File: src/core/static_mem_regs.svh
// constants and summary for the async static memory controller
// Summary of operation
// [RULE_01] everything runs from the bus clock, which times every memory phase
// [RULE_02] memory-facing outputs change only on rising bus clock edges
// [RULE_03] memory data bus is configurable as 8 or 16 bits
// [RULE_04] access equal to memory width takes one memory cycle, unconverted
// [RULE_05] wider access splits into back-to-back cycles of memory width
// [RULE_06] narrow reads always served; narrow writes need byte selection
// [RULE_07] byte writes to 16-bit sram/psram strobe only addressed byte lane
// [RULE_08] bank holds four 64 Mbyte regions; only the first exists
// [RULE_09] address bits 27:26 pick the region; only region zero is served
// [RULE_10] 8-bit memory takes byte address bits 25:0 unchanged
// [RULE_11] 16-bit memory takes address bits 25:1 as half-word address
// [RULE_12] region zero has its own chip select; other pins are shared
// [RULE_13] muxed mode: low address and data share bus, address valid strobe
// [RULE_14] region serves nor, psram, sram and rom chosen by configuration
// [RULE_15] turnaround 1-16, data setup 2-256, hold 2-16, setup 1-16 cycles
// [RULE_16] muxed model runs setup, hold, data setup, turnaround phases
// [RULE_17] read and write timings come from separate settings
// [RULE_18] writes with write enable clear are blocked and answer error
// [RULE_19] width code 00 is 8 bits, 01 is 16 bits, others reserved
// [RULE_20] each timing field n gives n+1 cycles
// [RULE_21] asynchronous wait stretches data setup while wait is active
// [RULE_22] split cycles use ascending addresses; data assembled little-endian
// [RULE_23] memory drives read data only under output and chip enable
`ifndef STATIC_MEM_REGS_SVH
`define STATIC_MEM_REGS_SVH
`define WIDTH_CODE_8      2'h0
`define WIDTH_CODE_16     2'h1
`define TYPE_SRAM         2'h0
`define TYPE_PSRAM        2'h1
`define TYPE_NOR          2'h2
`define REGION_ZERO       2'h0
`define REGION_MSB        27
`define REGION_LSB        26
`define SIZE_BYTE         3'h0
`define SIZE_HALF         3'h1
`define SIZE_WORD         3'h2
`define TIMING_ADDR_SETUP_TIME_LSB   0
`define TIMING_ADDR_HOLD_TIME_LSB   4
`define TIMING_DATA_SETUP_TIME_LSB   8
`define TIMING_BLAT_LSB   16
`endif

File: src/core/static_mem_pkg.sv
// types shared by the async static memory controller
package static_mem_pkg;
    // one bus request
    typedef struct packed {
        logic [31:0] addr;
        logic [2:0]  size;
        logic        write;
        logic [31:0] wdata;
    } mem_req_t;
    // region configuration
    typedef struct packed {
        logic       bank_en;
        logic       muxed;
        logic [1:0] mem_type;
        logic [1:0] region_bus_width;
        logic       region_write_enable;
        logic       async_wait_enable;
    } region_cfg_t;
    // phase timings as packed fields
    typedef struct packed {
        logic [3:0] bus_turnaround_time;
        logic [7:0] data_setup_time;
        logic [3:0] addr_hold_time;
        logic [3:0] addr_setup_time;
    } timing_t;
    typedef enum logic [5:0] {
        ST_IDLE  = 6'h01,
        ST_ADDR_SETUP_TIME  = 6'h02,
        ST_ADDR_HOLD_TIME  = 6'h04,
        ST_DATA_SETUP_TIME  = 6'h08,
        ST_TURN  = 6'h10,
        ST_DONE  = 6'h20
    } phase_t;
endpackage : static_mem_pkg

File: src/core/async_static_mem_ctrl.sv
// async static memory controller, region zero only
`timescale 1ns/1ps
`default_nettype none
`include "static_mem_regs.svh"
module async_static_mem_ctrl
    import static_mem_pkg::*;
(
    input  wire logic        ref_clk,
    input  wire logic        rst_n,
    input  wire logic        req_valid,
    input  wire mem_req_t    req,
    output logic             req_ready,
    output logic             rsp_valid,
    output logic             rsp_error,
    output logic [31:0]      rsp_rdata,
    input  wire region_cfg_t cfg,
    input  wire timing_t     rd_timing,
    input  wire timing_t     wr_timing,
    output logic             chip_select_n,
    output logic             output_enable_n,
    output logic             write_strobe_n,
    output logic             address_valid_n,
    output logic [1:0]       byte_lane_n,
    output logic [25:0]      mem_upper_addr,
    output logic [15:0]      mem_ad_out,
    output logic             mem_ad_oe,
    input  wire logic [15:0] mem_ad_in,
    input  wire logic        mem_wait_n
);
    phase_t      state_q;
    mem_req_t    req_q;
    timing_t     tim;
    logic        wide_q;
    logic [1:0]  beat_q;
    logic [1:0]  beats_q;
    logic [25:0] addr_q;
    logic [31:0] rdata_q;
    logic [15:0] din_s1_q;
    logic [15:0] din_s2_q;
    logic        wait_s1_q;
    logic        wait_s2_q;
    logic        ph_load;
    logic [7:0]  ph_value;
    logic        ph_hold;
    logic        ph_last;
    logic        req_ok;
    logic        is_16;
    logic [1:0]  nbeats;
    logic [7:0]  wbyte;
    logic [15:0] whalf;
    logic        err_q;
    logic        cap1_q;
    logic        cap2_q;
    logic [1:0]  cbeat1_q;
    logic [1:0]  cbeat2_q;
    logic [31:0] rd_merge;

    // pin inputs pass two flip-flops
    always_ff @(posedge ref_clk) begin
        if (!rst_n) begin
            din_s1_q  <= 16'h0000;
            din_s2_q  <= 16'h0000;
            wait_s1_q <= 1'b1;
            wait_s2_q <= 1'b1;
        end else begin
            din_s1_q  <= mem_ad_in;
            din_s2_q  <= din_s1_q;
            wait_s1_q <= mem_wait_n;
            wait_s2_q <= wait_s1_q;
        end
    end

    // memory width from configuration, 8 or 16 bits
    assign is_16 = (cfg.region_bus_width == `WIDTH_CODE_16); // [RULE_03] [RULE_19]
    // read and write timings kept apart
    assign tim = req_q.write ? wr_timing : rd_timing; // [RULE_17]

    // request check: region zero, enabled, writes allowed
    always_comb begin
        req_ok = cfg.bank_en &&
                 (req.addr[`REGION_MSB:`REGION_LSB] == `REGION_ZERO); // [RULE_08] [RULE_09]
        if (req.write && !cfg.region_write_enable) begin
            req_ok = 1'b0; // [RULE_18]
        end
        // byte write to 16-bit nor has no byte select
        if (req.write && is_16 && req.size == `SIZE_BYTE &&
            cfg.mem_type == `TYPE_NOR) begin
            req_ok = 1'b0; // [RULE_06]
        end
    end

    // number of memory cycles per access, less one
    always_comb begin
        nbeats = 2'h0; // one cycle when widths match [RULE_04]
        if (req.size == `SIZE_WORD) begin
            nbeats = is_16 ? 2'h1 : 2'h3; // [RULE_05]
        end else if (req.size == `SIZE_HALF && !is_16) begin
            nbeats = 2'h1; // [RULE_05]
        end
    end

    // phase counter load values, each n+1 cycles
    always_comb begin
        ph_load  = 1'b0;
        ph_value = 8'h00;
        case (state_q)
            ST_IDLE: begin
                ph_load  = req_valid && req_ok;
                ph_value = {4'h0, (req.write ? wr_timing.addr_setup_time
                                             : rd_timing.addr_setup_time)};
            end
            ST_ADDR_SETUP_TIME: begin
                ph_load  = ph_last;
                ph_value = cfg.muxed ? {4'h0, tim.addr_hold_time}
                                     : tim.data_setup_time;
            end
            ST_ADDR_HOLD_TIME: begin
                ph_load  = ph_last;
                ph_value = tim.data_setup_time;
            end
            ST_DATA_SETUP_TIME: begin
                ph_load  = ph_last;
                ph_value = {4'h0, tim.bus_turnaround_time};
            end
            ST_TURN: begin
                ph_load  = ph_last && beat_q != beats_q;
                ph_value = {4'h0, tim.addr_setup_time};
            end
            default: begin
                ph_load  = 1'b0;
                ph_value = 8'h00;
            end
        endcase
    end
    // data setup stretched while the memory holds wait active
    assign ph_hold = (state_q == ST_DATA_SETUP_TIME) && cfg.async_wait_enable &&
                     !wait_s2_q; // [RULE_21]

    // eight bits reach the longest data setup [RULE_15]
    phase_counter #(.W(8)) u_phase (
        .ref_clk (ref_clk),
        .rst_n   (rst_n),
        .load    (ph_load),
        .value   (ph_value),
        .hold    (ph_hold),
        .last    (ph_last)
    );

    // phase sequencer, all on the bus clock [RULE_01]
    always_ff @(posedge ref_clk) begin
        if (!rst_n) begin
            state_q <= ST_IDLE;
        end else begin
            case (state_q)
                ST_IDLE: if (req_valid) state_q <= req_ok ? ST_ADDR_SETUP_TIME : ST_DONE;
                ST_ADDR_SETUP_TIME: if (ph_last) state_q <= cfg.muxed ? ST_ADDR_HOLD_TIME : ST_DATA_SETUP_TIME; // [RULE_16]
                ST_ADDR_HOLD_TIME: if (ph_last) state_q <= ST_DATA_SETUP_TIME; // [RULE_16]
                ST_DATA_SETUP_TIME: if (ph_last) state_q <= ST_TURN; // [RULE_16]
                ST_TURN: if (ph_last) state_q <= (beat_q == beats_q) ? ST_DONE
                                                                     : ST_ADDR_SETUP_TIME;
                ST_DONE: state_q <= ST_IDLE;
                default: state_q <= ST_IDLE;
            endcase
        end
    end

    // request capture and beat addressing
    always_ff @(posedge ref_clk) begin
        if (!rst_n) begin
            req_q   <= '0;
            beat_q  <= 2'h0;
            beats_q <= 2'h0;
            wide_q  <= 1'b0;
            addr_q  <= 26'h0;
        end else if (state_q == ST_IDLE && req_valid) begin
            req_q   <= req;
            beat_q  <= 2'h0;
            beats_q <= nbeats;
            wide_q  <= is_16;
            // 8-bit keeps byte address, 16-bit uses half-word address
            addr_q  <= is_16 ? {1'b0, req.addr[25:1]} // [RULE_11]
                             : req.addr[25:0];        // [RULE_10]
        end else if (state_q == ST_TURN && ph_last && beat_q != beats_q) begin
            beat_q <= beat_q + 2'h1;
            addr_q <= addr_q + 26'h1; // ascending addresses [RULE_22]
        end
    end

    // write data of the current beat
    always_comb begin
        wbyte = req_q.wdata[8*beat_q +: 8];
        whalf = wide_q ? req_q.wdata[16*beat_q[0] +: 16] : {8'h00, wbyte};
        if (wide_q && req_q.size == `SIZE_BYTE) begin
            whalf = {req_q.wdata[8*req_q.addr[1:0] +: 8],
                     req_q.wdata[8*req_q.addr[1:0] +: 8]};
        end
    end

    // read beat leaves the pin synchroniser two edges after data setup
    always_ff @(posedge ref_clk) begin
        if (!rst_n) begin
            cap1_q   <= 1'b0;
            cap2_q   <= 1'b0;
            cbeat1_q <= 2'h0;
            cbeat2_q <= 2'h0;
        end else begin
            cap1_q   <= (state_q == ST_DATA_SETUP_TIME) && ph_last && !req_q.write;
            cap2_q   <= cap1_q;
            cbeat1_q <= beat_q;
            cbeat2_q <= cbeat1_q;
        end
    end

    // little-endian merge of the late beat, so short turnarounds still work
    always_comb begin
        rd_merge = rdata_q;
        if (cap2_q && wide_q) begin
            rd_merge[16*cbeat2_q[0] +: 16] = din_s2_q; // [RULE_22]
        end else if (cap2_q) begin
            rd_merge[8*cbeat2_q +: 8] = din_s2_q[7:0]; // [RULE_22]
        end
    end

    // assembled read word, cleared as each request is taken
    always_ff @(posedge ref_clk) begin
        if (!rst_n) begin
            rdata_q <= 32'h0;
        end else if (state_q == ST_IDLE && req_valid) begin
            rdata_q <= 32'h0;
        end else begin
            rdata_q <= rd_merge;
        end
    end

    // memory pins, all registered on rising clock edges
    always_ff @(posedge ref_clk) begin
        if (!rst_n) begin
            chip_select_n   <= 1'b1;
            output_enable_n <= 1'b1;
            write_strobe_n  <= 1'b1;
            address_valid_n <= 1'b1;
            byte_lane_n     <= 2'h3;
            mem_upper_addr  <= 26'h0;
            mem_ad_out      <= 16'h0000;
            mem_ad_oe       <= 1'b0;
        end else begin
            chip_select_n   <= !(state_q == ST_ADDR_SETUP_TIME || state_q == ST_ADDR_HOLD_TIME ||
                                 state_q == ST_DATA_SETUP_TIME); // [RULE_12] [RULE_02]
            output_enable_n <= !(state_q == ST_DATA_SETUP_TIME && !req_q.write);
            write_strobe_n  <= !(state_q == ST_DATA_SETUP_TIME && req_q.write);
            address_valid_n <= !(state_q == ST_ADDR_SETUP_TIME && cfg.muxed); // [RULE_13]
            mem_upper_addr  <= addr_q; // [RULE_14]
            byte_lane_n     <= 2'h0;
            if (wide_q && req_q.size == `SIZE_BYTE && req_q.write) begin
                byte_lane_n <= req_q.addr[0] ? 2'h1 : 2'h2; // [RULE_07]
            end
            // muxed: low address on shared bus before data
            if (cfg.muxed && (state_q == ST_ADDR_SETUP_TIME || state_q == ST_ADDR_HOLD_TIME)) begin
                mem_ad_out <= addr_q[15:0]; // [RULE_13]
                mem_ad_oe  <= 1'b1;
            end else if (req_q.write && state_q == ST_DATA_SETUP_TIME) begin
                mem_ad_out <= whalf;
                mem_ad_oe  <= 1'b1;
            end else begin
                mem_ad_out <= 16'h0000;
                mem_ad_oe  <= 1'b0; // released for read and turnaround [RULE_23]
            end
        end
    end

    // bus handshake and response
    always_ff @(posedge ref_clk) begin
        if (!rst_n) begin
            req_ready <= 1'b0;
            rsp_valid <= 1'b0;
            rsp_error <= 1'b0;
            rsp_rdata <= 32'h0;
        end else begin
            req_ready <= (state_q == ST_IDLE) && req_valid;
            rsp_valid <= (state_q == ST_DONE); // only after the last cycle [RULE_22]
            rsp_error <= (state_q == ST_DONE) && err_q;
            rsp_rdata <= (state_q == ST_DONE) ? rd_merge : 32'h0;
        end
    end

    // error marker for refused requests
    always_ff @(posedge ref_clk) begin
        if (!rst_n) begin
            err_q <= 1'b0;
        end else if (state_q == ST_IDLE && req_valid) begin
            err_q <= !req_ok; // [RULE_18] [RULE_06] [RULE_09]
        end
    end
endmodule // async_static_mem_ctrl
`default_nettype wire

File: src/core/phase_counter.sv
// loadable down counter timing one memory phase
`timescale 1ns/1ps
`default_nettype none
module phase_counter #(
    parameter int W = 8
) (
    input  wire logic         ref_clk,
    input  wire logic         rst_n,
    input  wire logic         load,
    input  wire logic [W-1:0] value,
    input  wire logic         hold,
    output var  logic         last
);
    logic [W-1:0] cnt_q;
    // field value n gives n+1 cycles, so count down to zero
    always_ff @(posedge ref_clk) begin
        if (!rst_n) begin
            cnt_q <= '0;
        end else if (load) begin
            cnt_q <= value; // [RULE_20]
        end else if (!hold && cnt_q != '0) begin
            cnt_q <= cnt_q - 1'b1;
        end
    end
    assign last = (cnt_q == '0) && !hold; // load is fed back from last
endmodule // phase_counter
`default_nettype wire

File: config.mk
export PLATFORM = sky130hd
export DESIGN_NAME = async_static_mem_ctrl
export DESIGN_NICKNAME = d
export VERILOG_FILES = /design/src/core/static_mem_pkg.sv /design/src/core/async_static_mem_ctrl.sv /design/src/core/phase_counter.sv
export VERILOG_INCLUDE_DIRS = /design/src /design/src/core
export SDC_FILE = /design/constraint.sdc
export NUM_CORES = 1
export LEC_CHECK = 0
export BUFFER_PORTS_ARGS = -buffer_cell sky130_fd_sc_hd__buf_4
export CORE_UTILIZATION = 54
export CTS_CLUSTER_DIAMETER = 200
export CTS_CLUSTER_SIZE = 12
export DETAILED_ROUTE_END_ITERATION = 10
export PLACE_DENSITY = 0.9
export SLEW_MARGIN = 10
export SYNTH_ARGS = -nofsm -noshare
export SYNTH_HDL_FRONTEND = slang
export SYNTH_SLANG_ARGS = --single-unit
File: constraint.sdc
create_clock -name ref_clk -period 3.6 [get_ports ref_clk]
set_input_delay 0.18 -clock ref_clk [delete_from_list [all_inputs] [get_ports ref_clk]]
set_output_delay 0.18 -clock ref_clk [all_outputs]
set_load 0.05 [all_outputs]
==> results.toml <==
[cells_and_area]
antennaDiodeCount = 0
final_layout_size_suffix_gt1_share_pct = 24.43
layout.core_utilization_pct = 72.39
syn_to_final_growth_pct = 29.35
layout.nets = 1422
finish.instance_area_um2 = 12650
layout.filler_cells = 1178

[grt]
initial_antenna_violation_count = 0
globalRoute.totalOverflow = 0
first_global_vias = 8420
grt.total_usage_pct = 27.97
wire_length_of_the_first_global_routing_pass_um = 41260
grt_start_max_net_pins = 94

[synthesis]
yosys.area_share.adder_pct = 1.023
synth.yosys.seq_area_share_pct = 49.12
area_fraction_in_compound_gates_after_synthesis_pct = 13.65
synth_simple_gate_area_share_pct = 19.62
ys_ff_latch = 240
synth-edff-count = 0
syn-cell-area_um2 = 9781
postSynthCellCount = 1034
synth_cell_type_count = 68
synth_top_family_by_area = "simple AND/OR/NAND/NOR gates"
postSynth.topFlopCell = "dfxtp_1"
xor_and_xnor_fraction_of_the_mapped_netlist_area_pct = 3.134
async_set_reset_flop_share_out_of_synthesis_pct = 0
total_of_warnings_raised_by_yosys = 0
post_synth.cell_area_avg_um2 = 9.459
net_count_after_synthesis = 1178
synth.mux.area_fraction_pct = 10.00

[route]
total_length_of_routed_wires_um = 26290
routed-via-count = 8632
drt_first_pass_iters = 8
routed_via_density = 5.747
route.detailed.drc = 0
postRouteAntennaNets = 0
detail_route.iter0.violations = 669
drt-wirelength-per-cell_um = 17.50

[timing]
fmaxAchievable_mhz = 356.3
timing.max_slew.rel_slack_pct = 36.75
finalHoldViolations = 0
unrepaired_setup_endpoints_after_global_routing = "false"
final.setup.tns_ns = 0
final_setup_violation_count = 0
timing.final.max_slew_violations = 0
max_slew.worst_pin.slew_ns = 0.9475
post-route-worst-setup-slack_ns = 0.7934
period_needed_ns = 2.807
layout_worst_path_cycle_share_pct = 77.96
fin_skew_ns = 0.01288

[worst_setup_path]
critPathMaxFanout = 16
critPathKind = "reg2reg"
worstPathRequired_ns = 3.95
cp-end-kind = "flop"
timing.critical_path.from_type = "flop"
critical_path.slowest_cell = "or4_4"
critical_path_arrival_ns = 3.15
cp_cell_sequence = "or4_4 > or3_1 > nor3_4 > nor3_1 > buf_4 > a2111oi_0 > a221oi_1"
critical_path.max_stage_delay_ns = 0.57
reg2reg_setup_slack_ns = 0.79

[pwr]
vdd.ir_drop.worst_uv = 497.0
power_per_standard_cell_area_nw_per_um2 = 501.5
p_leak_nw = 5.090

[min_path]
min-delay-path-class = "in2reg"

[floorplanning]
die_x_um = 136.6
floorplan.die_area_um2 = 18650
total_i_o_pin_count = 220
die_h_um = 136.6
core_region_area_um2 = 17480
row_count = 48
initial_utilization_pct = 55.96

[place]
preCtsSetupSlack_ns = 0.8276
gp_congestion = 0.9062
detailed_place.area_um2 = 11510
dp_hpwl_um = 17230
io_buffers = 215

[outcome]
run_status = "finished clean"

[clocking]
htreeDepth = 1
worstSkewPairLatency_ns = 0.51
tritoncts.num_buffers = 23
cts.repair.resized = 0
clock_tree.buffer_depth = 3
cts_setup_buffers = 0
post_cts_hold_buffer_count = 56
cts_tree = "yes"
clockRootBuffer = "clkbuf_16"
cts.sinks = 240
clk_transition_reported_paths_ns = 0.06

[flow_run]
maxCapViolCount = 0
## synthesized netlist by cell type, types with 3 or more instances
cell	count	share of area, %
nor4b_1	3	0.27
a21oi_1	72	3.7
xnor2_1	19	1.7
a222oi_1	16	1.6
nand3_1	17	0.87
and3_1	6	0.38
nor4_1	4	0.26
clkbuf_1	57	2.2
nor2_1	111	4.3
dfxtp_1	240	49
nand2b_1	6	0.38
or3_1	4	0.26
o22ai_1	3	0.19
o21ai_0	46	2.4
a22oi_1	18	1.4
mux4_2	16	3.7
inv_1	12	0.46
and2_1	64	4.1
ha_1	8	1.0
nor3_1	14	0.72
o21ai_1	5	0.26
o221ai_1	3	0.27
mux2i_1	31	3.2
nor2b_1	10	0.64
nand2_1	125	4.8
mux2_2	26	3.0
a211oi_1	10	0.77
nand4_1	7	0.45
xor2_1	16	1.4
a22o_1	19	1.7
buf_1	3	0.12
## final cells by class
cell class                 count  area [um2]  area share [%]
sequential                   240        4806           37.99
clock buffer                  23       575.6           4.549
multi-input combinational    717        4666           36.88
inverter                      13       48.80          0.3857
tap                          225       281.5           2.225
clock inverter                 1       8.758         0.06923
timing repair buffer         283        2265           17.90
## through the flow
step / hold WS [ns] / total power, W / std cells
final: 0.02342 / 0.006344 / 1502
after global routing: 0.03474 / 0.006602 / 1502
after detailed placement: 0.3755 / 0.004270 / 1422
after floorplan: 0.2815 / 0.003900 / 1034
after global placement: 0.3682 / 0.004230 / 1422
after CTS: 0.006465 / 0.006343 / 1502
## metal layers
| metal | wire, um | part of all wire (%) | global-route usage [%] |
|---|---|---|---|
| met5 | 0 | 0 | 0 |
| met4 | 944 | 3.6 | 11.60 |
| met3 | 2012 | 7.7 | 4.481 |
| met2 | 13030 | 50 | 48.62 |
| met1 | 10300 | 39 | 34.28 |
## report_power, final
part / switching, W / total, W / internal (W)
Sequential: 0.000214 / 0.00307 / 0.00285
Combinational: 0.000670 / 0.00123 / 0.000558
Clock: 0.000923 / 0.00205 / 0.00112
Total: 0.00181 / 0.00634 / 0.00454
## registers in the layout, summed over array words and instances, names as in the netlist, 2 cells and up
signal / flops
req_q: 38
rdata_q: 32
rsp_rdata: 32
addr_q: 26
mem_upper_addr: 26
din_s1_q: 16
din_s2_q: 16
mem_ad_out: 16
u_phase.cnt_q: 8
state_q: 6
beat_q: 2
beats_q: 2
byte_lane_n: 2
cbeat1_q: 2
cbeat2_q: 2
## cell usage in the layout, fill, tap and decap left out, types with 6 or more instances in the layout
cell           netlist  routed
o21ai_0             46      46
clkbuf_16            0      23
nor3_1              14      14
mux2_2              26      26
a211oi_1            10      10
dfxtp_1            240     239
nand3_1             17      16
nor2b_1             10      10
a22oi_1             18      18
nand4_1              7       7
buf_4                0     227
xnor2_1             19      19
inv_1               12      12
mux2i_1             31      31
and3_1               6       6
xor2_1              16      16
a222oi_1            16      16
dlygate4sd3_1        0      56
a22o_1              19      19
nand2_1            125     125
a21oi_1             72      72
nand2b_1             6       6
nor2_1             111     110
ha_1                 8       8
mux4_2              16      16
and2_1              64      64
## kinds of logic after synthesis
logic type | count (synthesis)
AOI/OAI and AO/OA | 207
xor gates and xnor gates | 35
adders and majority gates | 8
buffers and inverters | 77
DFF | 240
muxes | 74
and+or+nand+nor | 393
## path summary, 6_finish.rpt
path,cells past startpoint,to,start
setup / recovery,7,u_phase.cnt_q[2],u_phase.cnt_q[2]
hold / removal,3,addr_q[25],req[61]
setup reg to reg,7,u_phase.cnt_q[2],u_phase.cnt_q[2]
hold reg to reg,1,wait_s2_q,wait_s1_q
## worst max-delay path, delay by kind of cell, from the launching register on
kind            cells  cell delay (ns)
simple gates        4             1.63
flops               1             0.35
buf+inv             1             0.21
compound gates      2             0.45
Power figures use the tool's default switching activity.
